[config.mk]
export PLATFORM = sky130hd
export DESIGN_NAME = adc_serial_command_frame
export DESIGN_NICKNAME = d
export VERILOG_FILES = /design/src/adc_frame_pkg.sv /design/src/stream_if.sv /design/src/adc_serial_command_frame.sv /design/src/config_regs.sv /design/src/result_fifo.sv
export VERILOG_INCLUDE_DIRS = /design/src /design/src/src
export SDC_FILE = /design/constraint.sdc
export NUM_CORES = 1
export LEC_CHECK = 0
export ABC_AREA = 1
export BUFFER_PORTS_ARGS = -buffer_cell sky130_fd_sc_hd__buf_4
export CORE_MARGIN = 4
export CORE_UTILIZATION = 65
export CTS_CLUSTER_DIAMETER = 150
export CTS_CLUSTER_SIZE = 24
export DETAILED_ROUTE_END_ITERATION = 16
export PLACE_DENSITY = 0.92
export SLEW_MARGIN = 20
export SYNTH_ARGS = -nofsm -noshare
export SYNTH_HDL_FRONTEND = slang
export SYNTH_SLANG_ARGS = --single-unit
[constraint.sdc]
create_clock -name CLK_I -period 4.32 [get_ports CLK_I]
set_input_delay 0.432 -clock CLK_I [delete_from_list [all_inputs] [get_ports CLK_I]]
set_output_delay 0.432 -clock CLK_I [all_outputs]
set_load 0.05 [all_outputs]
[src/adc_frame_defs.svh]
// constants for the serial command frame block
`ifndef ADC_FRAME_DEFS_SVH
`define ADC_FRAME_DEFS_SVH
// ==========================================================
// command word fields and opcodes
`define WORD_BITS 5'd22
`define CMD_OP 21:17
`define CMD_ADDR 16:8
`define CMD_DATA 7:0
`define OP_CLEAR 5'h10
`define OP_READ 5'h11
`define OP_WRITE 5'h12
`define OP_SET 5'h13
`define IN_SHIFT_CLEAR 22'h000000
// ==========================================================
// output word fields
`define OUT_VALUE 21:4
`define OUT_READBACK 21:14
`define OUT_FULL_PAR 3
`define OUT_PART_PAR 2
`define OUT_LOW 1:0
`define SPAN_MASK_0 18'h3FC00
`define SPAN_MASK_1 18'h3FFC0
`define SPAN_MASK_2 18'h3FFFC
`define SPAN_MASK_3 18'h3FFFF
// ==========================================================
// configuration registers
`define REG_BASE 9'h010
`define REG_COUNT 4
`define REG_IDX 1:0
`define REG_RESET 8'h00
`define CTRL_IDX 0
`define PATN_LO_IDX 1
`define PATN_MID_IDX 2
`define PATN_HI_IDX 3
`define PATN_HI_BITS 1:0
`define CTRL_PAT_SEL 0
`define CTRL_PARITY_ENABLE_BIT 1
`define CTRL_SPAN 3:2
// ==========================================================
// pin sampler layout and timing
`define P_RSTN 3
`define P_CSN 2
`define P_SCLK 1
`define P_SDI 0
`define PIN_IDLE 4'h4
`define CLK_PERIOD_NS 50
`define READY_DELAY_NS 100
`define READY_CYCLES ((`READY_DELAY_NS + `CLK_PERIOD_NS - 1) / `CLK_PERIOD_NS)
`define RESULT_BITS 18
`define FIFO_DEPTH 16
`endif

[src/adc_frame_pkg.sv]
// types shared by the serial command frame block
package adc_frame_pkg;
  typedef enum logic [1:0] {ST_IDLE, ST_ACTIVE, ST_DECODE, ST_SETTLE} frame_state_type;
  typedef logic [21:0] word_type;
  typedef logic [7:0] byte_type;
  typedef logic [17:0] result_type;
endpackage

[src/stream_if.sv]
// valid/ready stream carrier between the frame logic and its fifo
`timescale 1ns/1ps
`default_nettype none
interface stream_if #(parameter int WIDTH = 18);
  logic valid;
  logic ready;
  logic [WIDTH-1:0] data;
  modport src (output valid, output data, input ready);
  modport snk (input valid, input data, output ready);
endinterface
`default_nettype wire

[src/adc_serial_command_frame.sv]
// serial command and readout frame logic of the sampling converter
// ==========================================================
// Summary of operation
// - command is opcode, 9-bit address, 8-bit data
// - write stores data; read selects readback
// - masked set and clear touch masked bits
// - all other opcodes do nothing
// - command bits captured on serial clock edges
// - readback frame with pattern select off: register byte, then zeros
// - pattern select replaces value with fixed pattern
// - otherwise value is latest conversion result
// - parity disabled drives both parity bits zero
// - parity bits: full value, selected span
// - two lowest output bits always zero
// - frame from select low to high, started only from idle
// - frame start: strobe low, clear, load, reset
// - capture edge shifts in, launch shifts out
// - frame end: hi-z, decode, delayed strobe
// - fewer than 22 edges: frame ignored
// - exactly 22 edges: word decoded
// - more than 22: last 22 kept
// - between frames strobe follows conversion busy
// - reset restores defaults, strobe low, hi-z
`timescale 1ns/1ps
`default_nettype none
`include "adc_frame_defs.svh"
module adc_serial_command_frame (
  input wire logic CLK_I,
  input wire logic SYS_RST_I,
  input wire logic RST_N_I,
  input wire logic CS_N_I,
  input wire logic SCLK_I,
  input wire logic SDI_I,
  input wire logic CONVERSION_BUSY_N_I,
  input wire logic RESULT_VALID_I,
  input wire adc_frame_pkg::result_type RESULT_DATA_I,
  output logic RESULT_READY_O,
  output logic SDO_O,
  output logic SDO_OE_N_O,
  output logic READY_STROBE_O
);
  import adc_frame_pkg::*;

  // ==========================================================
  // pin sampling
  logic [3:0] s1, s2, s3;
  logic [3:0] next_s1, next_s2, next_s3;
  logic rst, cs_low, cs_high, cap, launch, serial_in_line;

  always_comb begin
    next_s1 = {RST_N_I, CS_N_I, SCLK_I, SDI_I};
    next_s2 = s1;
    next_s3 = s2;
  end

  // reset pin starts low so the block waits for its release
  always_ff @(posedge CLK_I) begin
    if (SYS_RST_I) begin
      s1 <= `PIN_IDLE;
      s2 <= `PIN_IDLE;
      s3 <= `PIN_IDLE;
    end else begin
      s1 <= next_s1;
      s2 <= next_s2;
      s3 <= next_s3;
    end
  end

  assign rst = SYS_RST_I || !s2[`P_RSTN];
  assign cs_low = !s2[`P_CSN];
  assign cs_high = s2[`P_CSN];
  // sdi passes the same two stages, so it lines up with the edge
  assign cap = s2[`P_SCLK] && !s3[`P_SCLK];
  assign launch = !s2[`P_SCLK] && s3[`P_SCLK];
  assign serial_in_line = s2[`P_SDI];

  // ==========================================================
  // result fifo
  stream_if #(.WIDTH(`RESULT_BITS)) in_s ();
  stream_if #(.WIDTH(`RESULT_BITS)) out_s ();

  assign in_s.valid = RESULT_VALID_I;
  assign in_s.data = RESULT_DATA_I;
  assign RESULT_READY_O = in_s.ready;

  result_fifo #(
    .WIDTH(`RESULT_BITS),
    .DEPTH(`FIFO_DEPTH)
  ) u_fifo (
    .clk_i(CLK_I),
    .rst_i(rst),
    .in_s(in_s),
    .out_s(out_s)
  );

  // ==========================================================
  // frame state
  frame_state_type state, next_state;
  logic [4:0] bit_cnt, next_cnt;
  word_type ins, next_ins;
  word_type shift_out, next_shift_out;
  logic oe_n, next_oe_n;
  logic strobe, next_strobe;
  logic [2:0] dly, next_dly;
  word_type out_word;
  logic cmd_valid;

  always_comb begin
    next_state = state;
    next_cnt = bit_cnt;
    next_ins = ins;
    next_shift_out = shift_out;
    next_oe_n = oe_n;
    next_strobe = strobe;
    next_dly = dly;
    case (state)
      ST_IDLE: begin
        next_strobe = CONVERSION_BUSY_N_I;
        if (cs_low) begin
          next_state = ST_ACTIVE;
          next_strobe = 1'b0;
          next_cnt = '0;
          next_shift_out = out_word;
          next_ins = `IN_SHIFT_CLEAR;
          next_oe_n = 1'b0;
        end
      end
      ST_ACTIVE: begin
        if (cs_high) begin
          next_state = ST_DECODE;
          next_oe_n = 1'b1;
        end else begin
          if (cap) begin
            // oldest bits fall off the top, keeping the last 22
            next_ins = {ins[20:0], serial_in_line};
            if (bit_cnt != `WORD_BITS) begin
              next_cnt = bit_cnt + 5'd1;
            end
          end
          if (launch) begin
            next_shift_out = {shift_out[20:0], 1'b0};
          end
        end
      end
      ST_DECODE: begin
        next_state = ST_SETTLE;
        next_dly = 3'(`READY_CYCLES);
      end
      ST_SETTLE: begin
        if (dly <= 3'd1) begin
          next_state = ST_IDLE;
        end else begin
          next_dly = dly - 3'd1;
        end
      end
      default: next_state = ST_IDLE;
    endcase
  end

  always_ff @(posedge CLK_I) begin
    if (rst) begin
      state <= ST_IDLE;
      bit_cnt <= '0;
      ins <= `IN_SHIFT_CLEAR;
      shift_out <= '0;
      oe_n <= 1'b1;
      strobe <= 1'b0;
      dly <= '0;
    end else begin
      state <= next_state;
      bit_cnt <= next_cnt;
      ins <= next_ins;
      shift_out <= next_shift_out;
      oe_n <= next_oe_n;
      strobe <= next_strobe;
      dly <= next_dly;
    end
  end

  assign SDO_O = shift_out[21];
  assign SDO_OE_N_O = oe_n;
  assign READY_STROBE_O = strobe;

  // short frames never reach the decoder
  assign cmd_valid = (state == ST_DECODE) && (bit_cnt == `WORD_BITS);

  // ==========================================================
  // configuration registers
  byte_type reg_rd;
  logic pat_sel, parity_enable_bit;
  logic [1:0] span;
  result_type pattern;

  // decode lands two cycles before the settle wait ends
  config_regs u_regs (
    .clk_i(CLK_I),
    .rst_i(rst),
    .cmd_valid_i(cmd_valid),
    .cmd_i(ins),
    .rd_data_o(reg_rd),
    .pattern_select_bit_o(pat_sel),
    .parity_enable_bit_o(parity_enable_bit),
    .parity_span_select_o(span),
    .fixed_pattern_field_o(pattern)
  );

  // ==========================================================
  // result, readback and output word
  result_type result, next_result;
  logic rd_pending, next_rd_pending;
  byte_type rd_byte, next_rd_byte;
  result_type value, mask;

  // fifo drains only between frames so results pile up meanwhile
  assign out_s.ready = (state == ST_IDLE);

  always_comb begin
    next_result = result;
    next_rd_pending = rd_pending;
    next_rd_byte = rd_byte;
    if (out_s.valid && out_s.ready) begin
      next_result = out_s.data;
    end
    if (state == ST_IDLE && cs_low) begin
      next_rd_pending = 1'b0;
    end
    if (cmd_valid && ins[`CMD_OP] == `OP_READ) begin
      next_rd_pending = 1'b1;
      next_rd_byte = reg_rd;
    end
  end

  always_ff @(posedge CLK_I) begin
    if (rst) begin
      result <= '0;
      rd_pending <= 1'b0;
      rd_byte <= '0;
    end else begin
      result <= next_result;
      rd_pending <= next_rd_pending;
      rd_byte <= next_rd_byte;
    end
  end

  always_comb begin
    value = pat_sel ? pattern : result;
    case (span)
      2'd0: mask = `SPAN_MASK_0;
      2'd1: mask = `SPAN_MASK_1;
      2'd2: mask = `SPAN_MASK_2;
      default: mask = `SPAN_MASK_3;
    endcase
    out_word = '0;
    if (!pat_sel && rd_pending) begin
      out_word[`OUT_READBACK] = rd_byte;
    end else begin
      out_word[`OUT_VALUE] = value;
      if (parity_enable_bit) begin
        out_word[`OUT_FULL_PAR] = ^value;
        out_word[`OUT_PART_PAR] = ^(value & mask);
      end
    end
  end
endmodule
`default_nettype wire

[src/config_regs.sv]
// configuration registers written by decoded commands
`timescale 1ns/1ps
`default_nettype none
`include "adc_frame_defs.svh"
module config_regs (
  input wire logic clk_i,
  input wire logic rst_i,
  input wire logic cmd_valid_i,
  input wire adc_frame_pkg::word_type cmd_i,
  output adc_frame_pkg::byte_type rd_data_o,
  output logic pattern_select_bit_o,
  output logic parity_enable_bit_o,
  output logic [1:0] parity_span_select_o,
  output adc_frame_pkg::result_type fixed_pattern_field_o
);
  import adc_frame_pkg::*;
  byte_type regs [`REG_COUNT];
  byte_type next_regs [`REG_COUNT];
  logic [8:0] idx;
  logic hit;
  logic [4:0] op;
  byte_type data;
  assign op = cmd_i[`CMD_OP];
  assign data = cmd_i[`CMD_DATA];
  assign idx = cmd_i[`CMD_ADDR] - `REG_BASE;
  assign hit = (idx < 9'(`REG_COUNT));
  // unmapped addresses read as zero
  assign rd_data_o = hit ? regs[idx[`REG_IDX]] : '0;
  assign pattern_select_bit_o = regs[`CTRL_IDX][`CTRL_PAT_SEL];
  assign parity_enable_bit_o = regs[`CTRL_IDX][`CTRL_PARITY_ENABLE_BIT];
  assign parity_span_select_o = regs[`CTRL_IDX][`CTRL_SPAN];
  assign fixed_pattern_field_o = {regs[`PATN_HI_IDX][`PATN_HI_BITS], regs[`PATN_MID_IDX],
                                  regs[`PATN_LO_IDX]};
  // ==========================================================
  // per-register update
  for (genvar e = 0; e < `REG_COUNT; e++) begin : g_reg
    always_comb begin
      next_regs[e] = regs[e];
      if (cmd_valid_i && hit && idx == 9'(e)) begin
        case (op)
          `OP_WRITE: next_regs[e] = data;
          `OP_SET: next_regs[e] = regs[e] | data;
          `OP_CLEAR: next_regs[e] = regs[e] & ~data;
          default: next_regs[e] = regs[e];
        endcase
      end
    end
    always_ff @(posedge clk_i) begin
      if (rst_i) begin
        regs[e] <= `REG_RESET;
      end else begin
        regs[e] <= next_regs[e];
      end
    end
  end
endmodule
`default_nettype wire

[src/result_fifo.sv]
// conversion result fifo with registered full and empty flags
`timescale 1ns/1ps
`default_nettype none
module result_fifo #(
  parameter int WIDTH = 18,
  parameter int DEPTH = 16
) (
  input wire logic clk_i,
  input wire logic rst_i,
  stream_if.snk in_s,
  stream_if.src out_s
);
  localparam int AW = $clog2(DEPTH);
  localparam int CW = $clog2(DEPTH + 1);
  logic [WIDTH-1:0] mem [DEPTH];
  logic [AW-1:0] wr_ptr, rd_ptr, next_wr_ptr, next_rd_ptr;
  logic [CW-1:0] count, next_count;
  logic full, empty, next_full, next_empty, push, pop;
  logic room, next_room;
  // ==========================================================
  // pointers and flags
  assign push = in_s.valid && !full;
  assign pop = out_s.ready && !empty;
  // registered not-full copy so the ready pin leaves a flop
  assign in_s.ready = room;
  assign out_s.valid = !empty;
  assign out_s.data = mem[rd_ptr];
  always_comb begin
    next_wr_ptr = push ? wr_ptr + AW'(1) : wr_ptr;
    next_rd_ptr = pop ? rd_ptr + AW'(1) : rd_ptr;
    next_count = count + CW'(push) - CW'(pop);
    next_full = (next_count == CW'(DEPTH));
    next_empty = (next_count == '0);
    next_room = (next_count != CW'(DEPTH));
  end
  always_ff @(posedge clk_i) begin
    if (rst_i) begin
      wr_ptr <= '0;
      rd_ptr <= '0;
      count <= '0;
      full <= 1'b0;
      empty <= 1'b1;
      room <= 1'b1;
    end else begin
      wr_ptr <= next_wr_ptr;
      rd_ptr <= next_rd_ptr;
      count <= next_count;
      full <= next_full;
      empty <= next_empty;
      room <= next_room;
    end
  end
  // storage needs no reset
  always_ff @(posedge clk_i) begin
    if (push) begin
      mem[wr_ptr] <= in_s.data;
    end
  end
endmodule
`default_nettype wire

# After elaboration in Yosys (flattened, before gate mapping)
# Memory sizes are Yosys's and may differ from the RTL's. A register that Yosys moved wholly into a read port is not among the register bits.
# Index checks and enable logic that the tools add are counted.
[totals]
regBits = 91
mem_count = 2
elab_cells = 151
output_inout_bits = 4
rom_bits = 0
inputBits = 26
ram_bits = 320
latch_bits = 0
[memory_table]
columns = ["memory", "words", "word_bits", "read_ports", "rd_clocked_by_memory_dff", "wr", "line", "source"]
rows = [
  ["u_fifo.mem", 16, 18, 1, 1, 1, "result_fifo.sv:15", "logic [WIDTH-1:0] mem [DEPTH];"],
  ["u_regs.regs", 4, 8, 5, 0, 4, "config_regs.sv:17", "byte_type regs [`REG_COUNT];"],
]
[op_classes]
n_reduce_logical = 36
magnitude_cmp = 2
add_sub_neg = 7
div = 0
eq_ne = 24
shifts = 0
n_bitwise = 14
mul = 0
mux = 48
[op_table]
columns = ["operator", "n"]
rows = [
  ["two-way mux 22 bit", 6],
  ["one-hot mux 8 bit (3 select lines)", 4],
  ["one-hot mux 22 bit (2 select lines)", 2],
  ["two-way mux 8 bit", 10],
  ["XOR reduction 18 bit", 2],
  ["AND 8 bit", 4],
  ["bitwise OR 8 bit", 4],
  ["equality test 5 bit, second input constant", 6],
  ["one-hot mux 10 bit (3 select lines)", 1],
  ["two-way mux 5 bit", 4],
  ["AND 18 bit", 1],
  ["equality test 9 x 2 -> 1 bit, second input constant", 2],
  ["two-way mux 18 bit", 1],
  ["inequality test 2 bit, second input constant", 8],
  ["logical AND 1 bit", 13],
  ["two-way mux 12 bit", 1],
  ["two-way mux 1 bit", 10],
  ["inequality test 5 bit, second input constant", 2],
  ["one-hot mux 5 bit (2 select lines)", 1],
  ["equality test 9 x 1 -> 1 bit, second input constant", 1],
  ["zero test 9 bit", 1],
  ["< comparator 9 x 3 -> 1 bit, second input constant", 1],
  ["subtractor 9 x 5 -> 9 bit, second input constant", 1],
  ["adder 4 x 1 -> 4 bit, second input constant", 2],
  ["23 further kinds", 43],
]

# Logic depth before layout (Yosys ltp)
# An unclocked memory read counts as a cell.
[depth]
word_depth = 9
mapped_depth = 17
depth_no_buf = 16

# Hierarchy
# Synthesis repeated with hierarchy kept, for this count alone.
[unflattened]
hier_cells = 2395
area_unflattened_um2 = 20118.0
[modules_own_cells]
columns = ["module", "instances", "cells_each", "area_per_inst_um2", "seq_area_each_um2"]
rows = [
  ["result_fifo", 1, 1301, 13282.7, 9048.7],
  ["adc_serial_command_frame", 1, 710, 4623.2, 1801.7],
  ["config_regs", 1, 384, 2212.1, 640.6],
]

# Worst setup path before layout
# OpenSTA, ideal clock, no wires.
[synth_timing]
path_kind = "register to register"
from = "register state[0]"
to = "register u_fifo.room, in the netlist u_fifo.in_s.ready"
setup_ns = 0.123
stages_incl_launch_ff = 17
path_buffers = 1
arrival_time_ns = 2.628
setup_slack_ns = 1.569
t_required_ns = 4.197
period_less_slack_ns = 2.751
path_cell_list = "dfxtp_1 -> inv_1 -> ha_1 -> inv_1 -> nor2_1 -> clkbuf_1 -> ha_1 -> inv_1 -> ha_1 -> inv_1 -> fa_1 -> nor2_1 -> a211oi_1 -> xor2_1 -> inv_1 -> nor2_1 -> nand2_1"
[synth_between]
elab_chain_len = 4
[synth_rtl]
columns = ["item", "line", "source"]
rows = [
  ["start: declaration", "adc_serial_command_frame.sv:98", "frame_state_type state, next_state;"],
  ["start signal: assignment", "adc_serial_command_frame.sv:170", "state <= next_state;"],
  ["zero test 2 bit", "adc_serial_command_frame.sv:215", "assign out_s.ready = (state == ST_IDLE);"],
  ["logical AND 1 bit", "result_fifo.sv:23", "assign pop = out_s.ready && !empty;"],
  ["net u_fifo.pop", "result_fifo.sv:18", "logic full, empty, next_full, next_empty, push, pop;"],
  ["subtractor 5 x 1 -> 5 bit", "result_fifo.sv:31", "next_count = count + CW'(push) - CW'(pop);"],
  ["inequality test 5 bit", "result_fifo.sv:34", "next_room = (next_count != CW'(DEPTH));"],
  ["end signal: assignment", "result_fifo.sv:50", "room <= next_room;"],
  ["end: declaration", "result_fifo.sv:19", "logic room, next_room;"],
]
# The timed path passes the listed nets, and every way through them passes these cells.
# A chain may end at the register's enable or synchronous reset.

# Worst setup path after layout
[layout_timing]
from = "register state[1]"
to = "register shift_out[19]"
[layout_between]
elab_chain_len = 3
elab_cells_between_ends = 8
cone_classes = "eq/ne (4); mux (1); reduce/logical (3)"
[layout_rtl]
columns = ["item", "line", "source"]
rows = [
  ["equality test 2 x 1 -> 1 bit / zero test 2 bit (equally long branches)", "adc_serial_command_frame.sv:116", "case (state)"],
  ["inequality test 2 bit (no line) / nonzero test 2 bit (equally long branches)", "--", ""],
  ["AND reduction 4 bit (no line)", "--", ""],
  ["end signal: assignment", "adc_serial_command_frame.sv:173", "shift_out <= next_shift_out;"],
  ["end: declaration", "adc_serial_command_frame.sv:101", "word_type shift_out, next_shift_out;"],
]
# Several ways; a longest one is shown, not always the timed one.

==> run summary <==
status: finished clean
clk_skew: 12.8 ps
vias in the first global route: 13300
first-pass detailed-route iteration total: 5
Worst EP required: 4750 ps
final setup vio count: 0
Clock transition at path regs: 100 ps
clock share of power: 32.2%
GPL Wtd Cong: 0.917
worst skew pair latency: 540 ps
root buf cell: clkbuf_16
largest area contributor in the netlist: edfxtp_1
Layout area overhead: 5.79%
core outline area: 27900 um2
register area share after synthesis: 62.2%
Longest Clk Path Bufs: 3
post-CTS setup repair buffer count: 0
worst-path fanout max: 31
Synth top area share: 47.1%
Synth Area per Inst: 9.87 um2
initial antenna violation count: 0
CTS Hold Bufs: 0
Post-synth EDFFs: 288
pin count of the biggest net entering global routing: 75
TritonCTS Buffers: 21
most frequent cell after synthesis: edfxtp_1
n_diodes: 0
max_slew headroom: 22.2%
leak pwr: 6.90 nW
dpl cells: 2188
row cnt: 61
grt ovf: 0
RSZ-0062 raised after global routing: false
io pins: 30
max-slew violation count: 0
worst slew pin tran: 1170 ps
post-synthesis async set-or-reset flop share: 0%
Starting Density: 65.9%
GR Util met2: 47.0%
layout cell share with drive strength beyond 1: 8.12%
Post-Syn Instances: 1860
M3 GR Usage: 5.25%
ys flop type: edfxtp_1
WP data arrival: 3560 ps
P_sw: 1.35 mW
Most Used Layer, Global Route: met2
logic gate share of total power: 2.4%
Final period util: 72.5%
Ys Warns: 0
die area: 31000 um2
met1 usage: 37.6%
P_int: 5.33 mW
Non-Filler Instances: 2225
Flop pwr share: 65.3%
htree depth: 1
setup tns final: 0 ps
Netlist Area Pre-Place: 18400 um2
Critical Path Source Type: flip-flop
Distinct cells, synth: 46
Switching Share: 20.2%
min Tclk post-route: 3130 ps
flops & latches, synth: 426
CTS tree: yes
DR DRC count: 0
syn nets: 1908
Vias/cell: 6.38
HP Class: in2reg
Via Count: 14200
CP Capture Type: flip-flop
Max-Cap Viols: 0
PostCTS Resize Cnt: 0
PortBufs: 29
Fillers: 1799
Worst VDD drop: 0.538 mV
Layout Nets: 1881
first-pass GRT wire length: 69.8 mm
Max Freq: 319 MHz
post-route ant nets: 0
die width: 176 um
Iter 0 DRT Violations: 2116
drt total wl: 44.9 mm
GRT Total Usage: 28.2%
Final Hold Viols: 0
ranking of synthesized cells by area: edfxtp_1, dfxtp_1, o21ai_0, nor2_1, nand2_1
wire per inst: 20.2 um
DPL Wire Length: 27.8 mm
Critical Setup Path Class: reg2reg
power per cell area: 344 nW/um2
WHS: 70.0 ps
Synth top cells by count: edfxtp_1, nor2_1, nand2_1, o21ai_0, inv_1
Chip Height: 176 um
CTS sink cnt: 426
==> cell families (layout without fill, tap and decap cells) <==
logic type / count (synthesis) / count (layout) / synth area share (%)
AO/OA/AOI/OAI: 463 / 463 / 14.6
XOR/XNOR: 7 / 7 / 0.334
adder cells (fa/ha/maj): 22 / 22 / 1.54
buffers and inverters: 262 / 249 / 5.86
flip-flops: 426 / 426 / 62.2
AND/OR/NAND/NOR: 680 / 680 / 15.5
==> placed cells by master (no fill, tap or decap), types with 15 or more instances in the layout <==
master,instances
o21ai_0,225
o211ai_1,25
nand2_1,259
buf_4,44
a21oi_1,102
clkbuf_16,21
ha_1,21
inv_2,15
nand3_1,82
nand2_2,17
nor2_1,268
edfxtp_1,288
o22ai_1,41
o221ai_1,53
dfxtp_1,136
inv_1,144
==> path summary, 6_finish.rpt <==
path	startpoint	to	slack, ps	cells after the start
setup / recovery	state[1]$_SDFFE_PP0P_	shift_out[19]$_SDFFE_PP0P_	1190	11
hold / removal	CS_N_I	next_s2[2]$_SDFF_PP1_	70	2
setup reg to reg	state[1]$_SDFFE_PP0P_	shift_out[19]$_SDFFE_PP0P_	1190	11
hold reg to reg	next_s2[3]$_SDFF_PP0_	next_s3[3]$_SDFF_PP0_	410	2
==> flip-flops by register name, indices dropped and copies added, names as in the netlist, 2 cells and up <==
| register | flops |
|---|---|
| bit_cnt | 5 |
| u_fifo.wr_ptr | 4 |
| next_s2 | 4 |
| rd_byte | 8 |
| state | 2 |
| dly | 3 |
| result | 18 |
| u_fifo.rd_ptr | 4 |
| shift_out | 20 |
| ins | 22 |
| next_s3 | 4 |
| u_fifo.mem | 288 |
| u_fifo.count | 5 |
| u_regs.regs | 32 |
==> through the flow <==
| stage | util [%] | total power [mW] | cell area (um2) | setup slack [ps] |
|---|---|---|---|---|
| after detailed placement | 67.4 | 4.62 | 18800 | 1300 |
| after global routing | 69.7 | 6.85 | 19400 | 848 |
| after CTS | 69.6 | 6.68 | 19400 | 1270 |
| final | 69.7 | 6.68 | 19400 | 1190 |
| after floorplan | - | 4.53 | 18400 | 1570 |
| after global placement | 67.4 | 4.61 | 18800 | 1430 |
==> power by group through the flow <==
stage | Sequential [mW] | Clock [mW] | Combinational, mW
3_5_place_dp | 4.46 | 0 | 0.156
4_1_cts | 4.37 | 2.16 | 0.157
6_report | 4.37 | 2.15 | 0.162
3_3_place_gp | 4.46 | 0 | 0.148
5_1_grt | 4.37 | 2.31 | 0.176
2_1_floorplan | 4.46 | 0 | 0.0734
==> critical path, stage by stage (launching register included) <==
cell,delay [ps]
dfxtp_1,380
inv_1,100
ha_1,190
buf_4,210
inv_2,210
nand2_1,100
nor2_1,190
inv_1,80
nand2_1,700
clkinv_1,500
a21oi_1,240
a21oi_1,90
==> layer usage <==
layer	wire, um	part of all wire (%)
met1	16600	37
met2	21700	48
met3	4940	11
met4	1720	3.8
met5	0	0
==> area by class of cell <==
type	instances	area, um2	share of cell area [%]
multi-input combinational	1172	5960	30.7
clock buffer	35	578	2.98
timing repair buffer	44	330	1.70
inverter	168	647	3.33
clock inverter	2	17.5	0.0902
sequential	426	11400	58.8
tap	378	473	2.44
No activity file was read; power rests on OpenSTA's default activity.
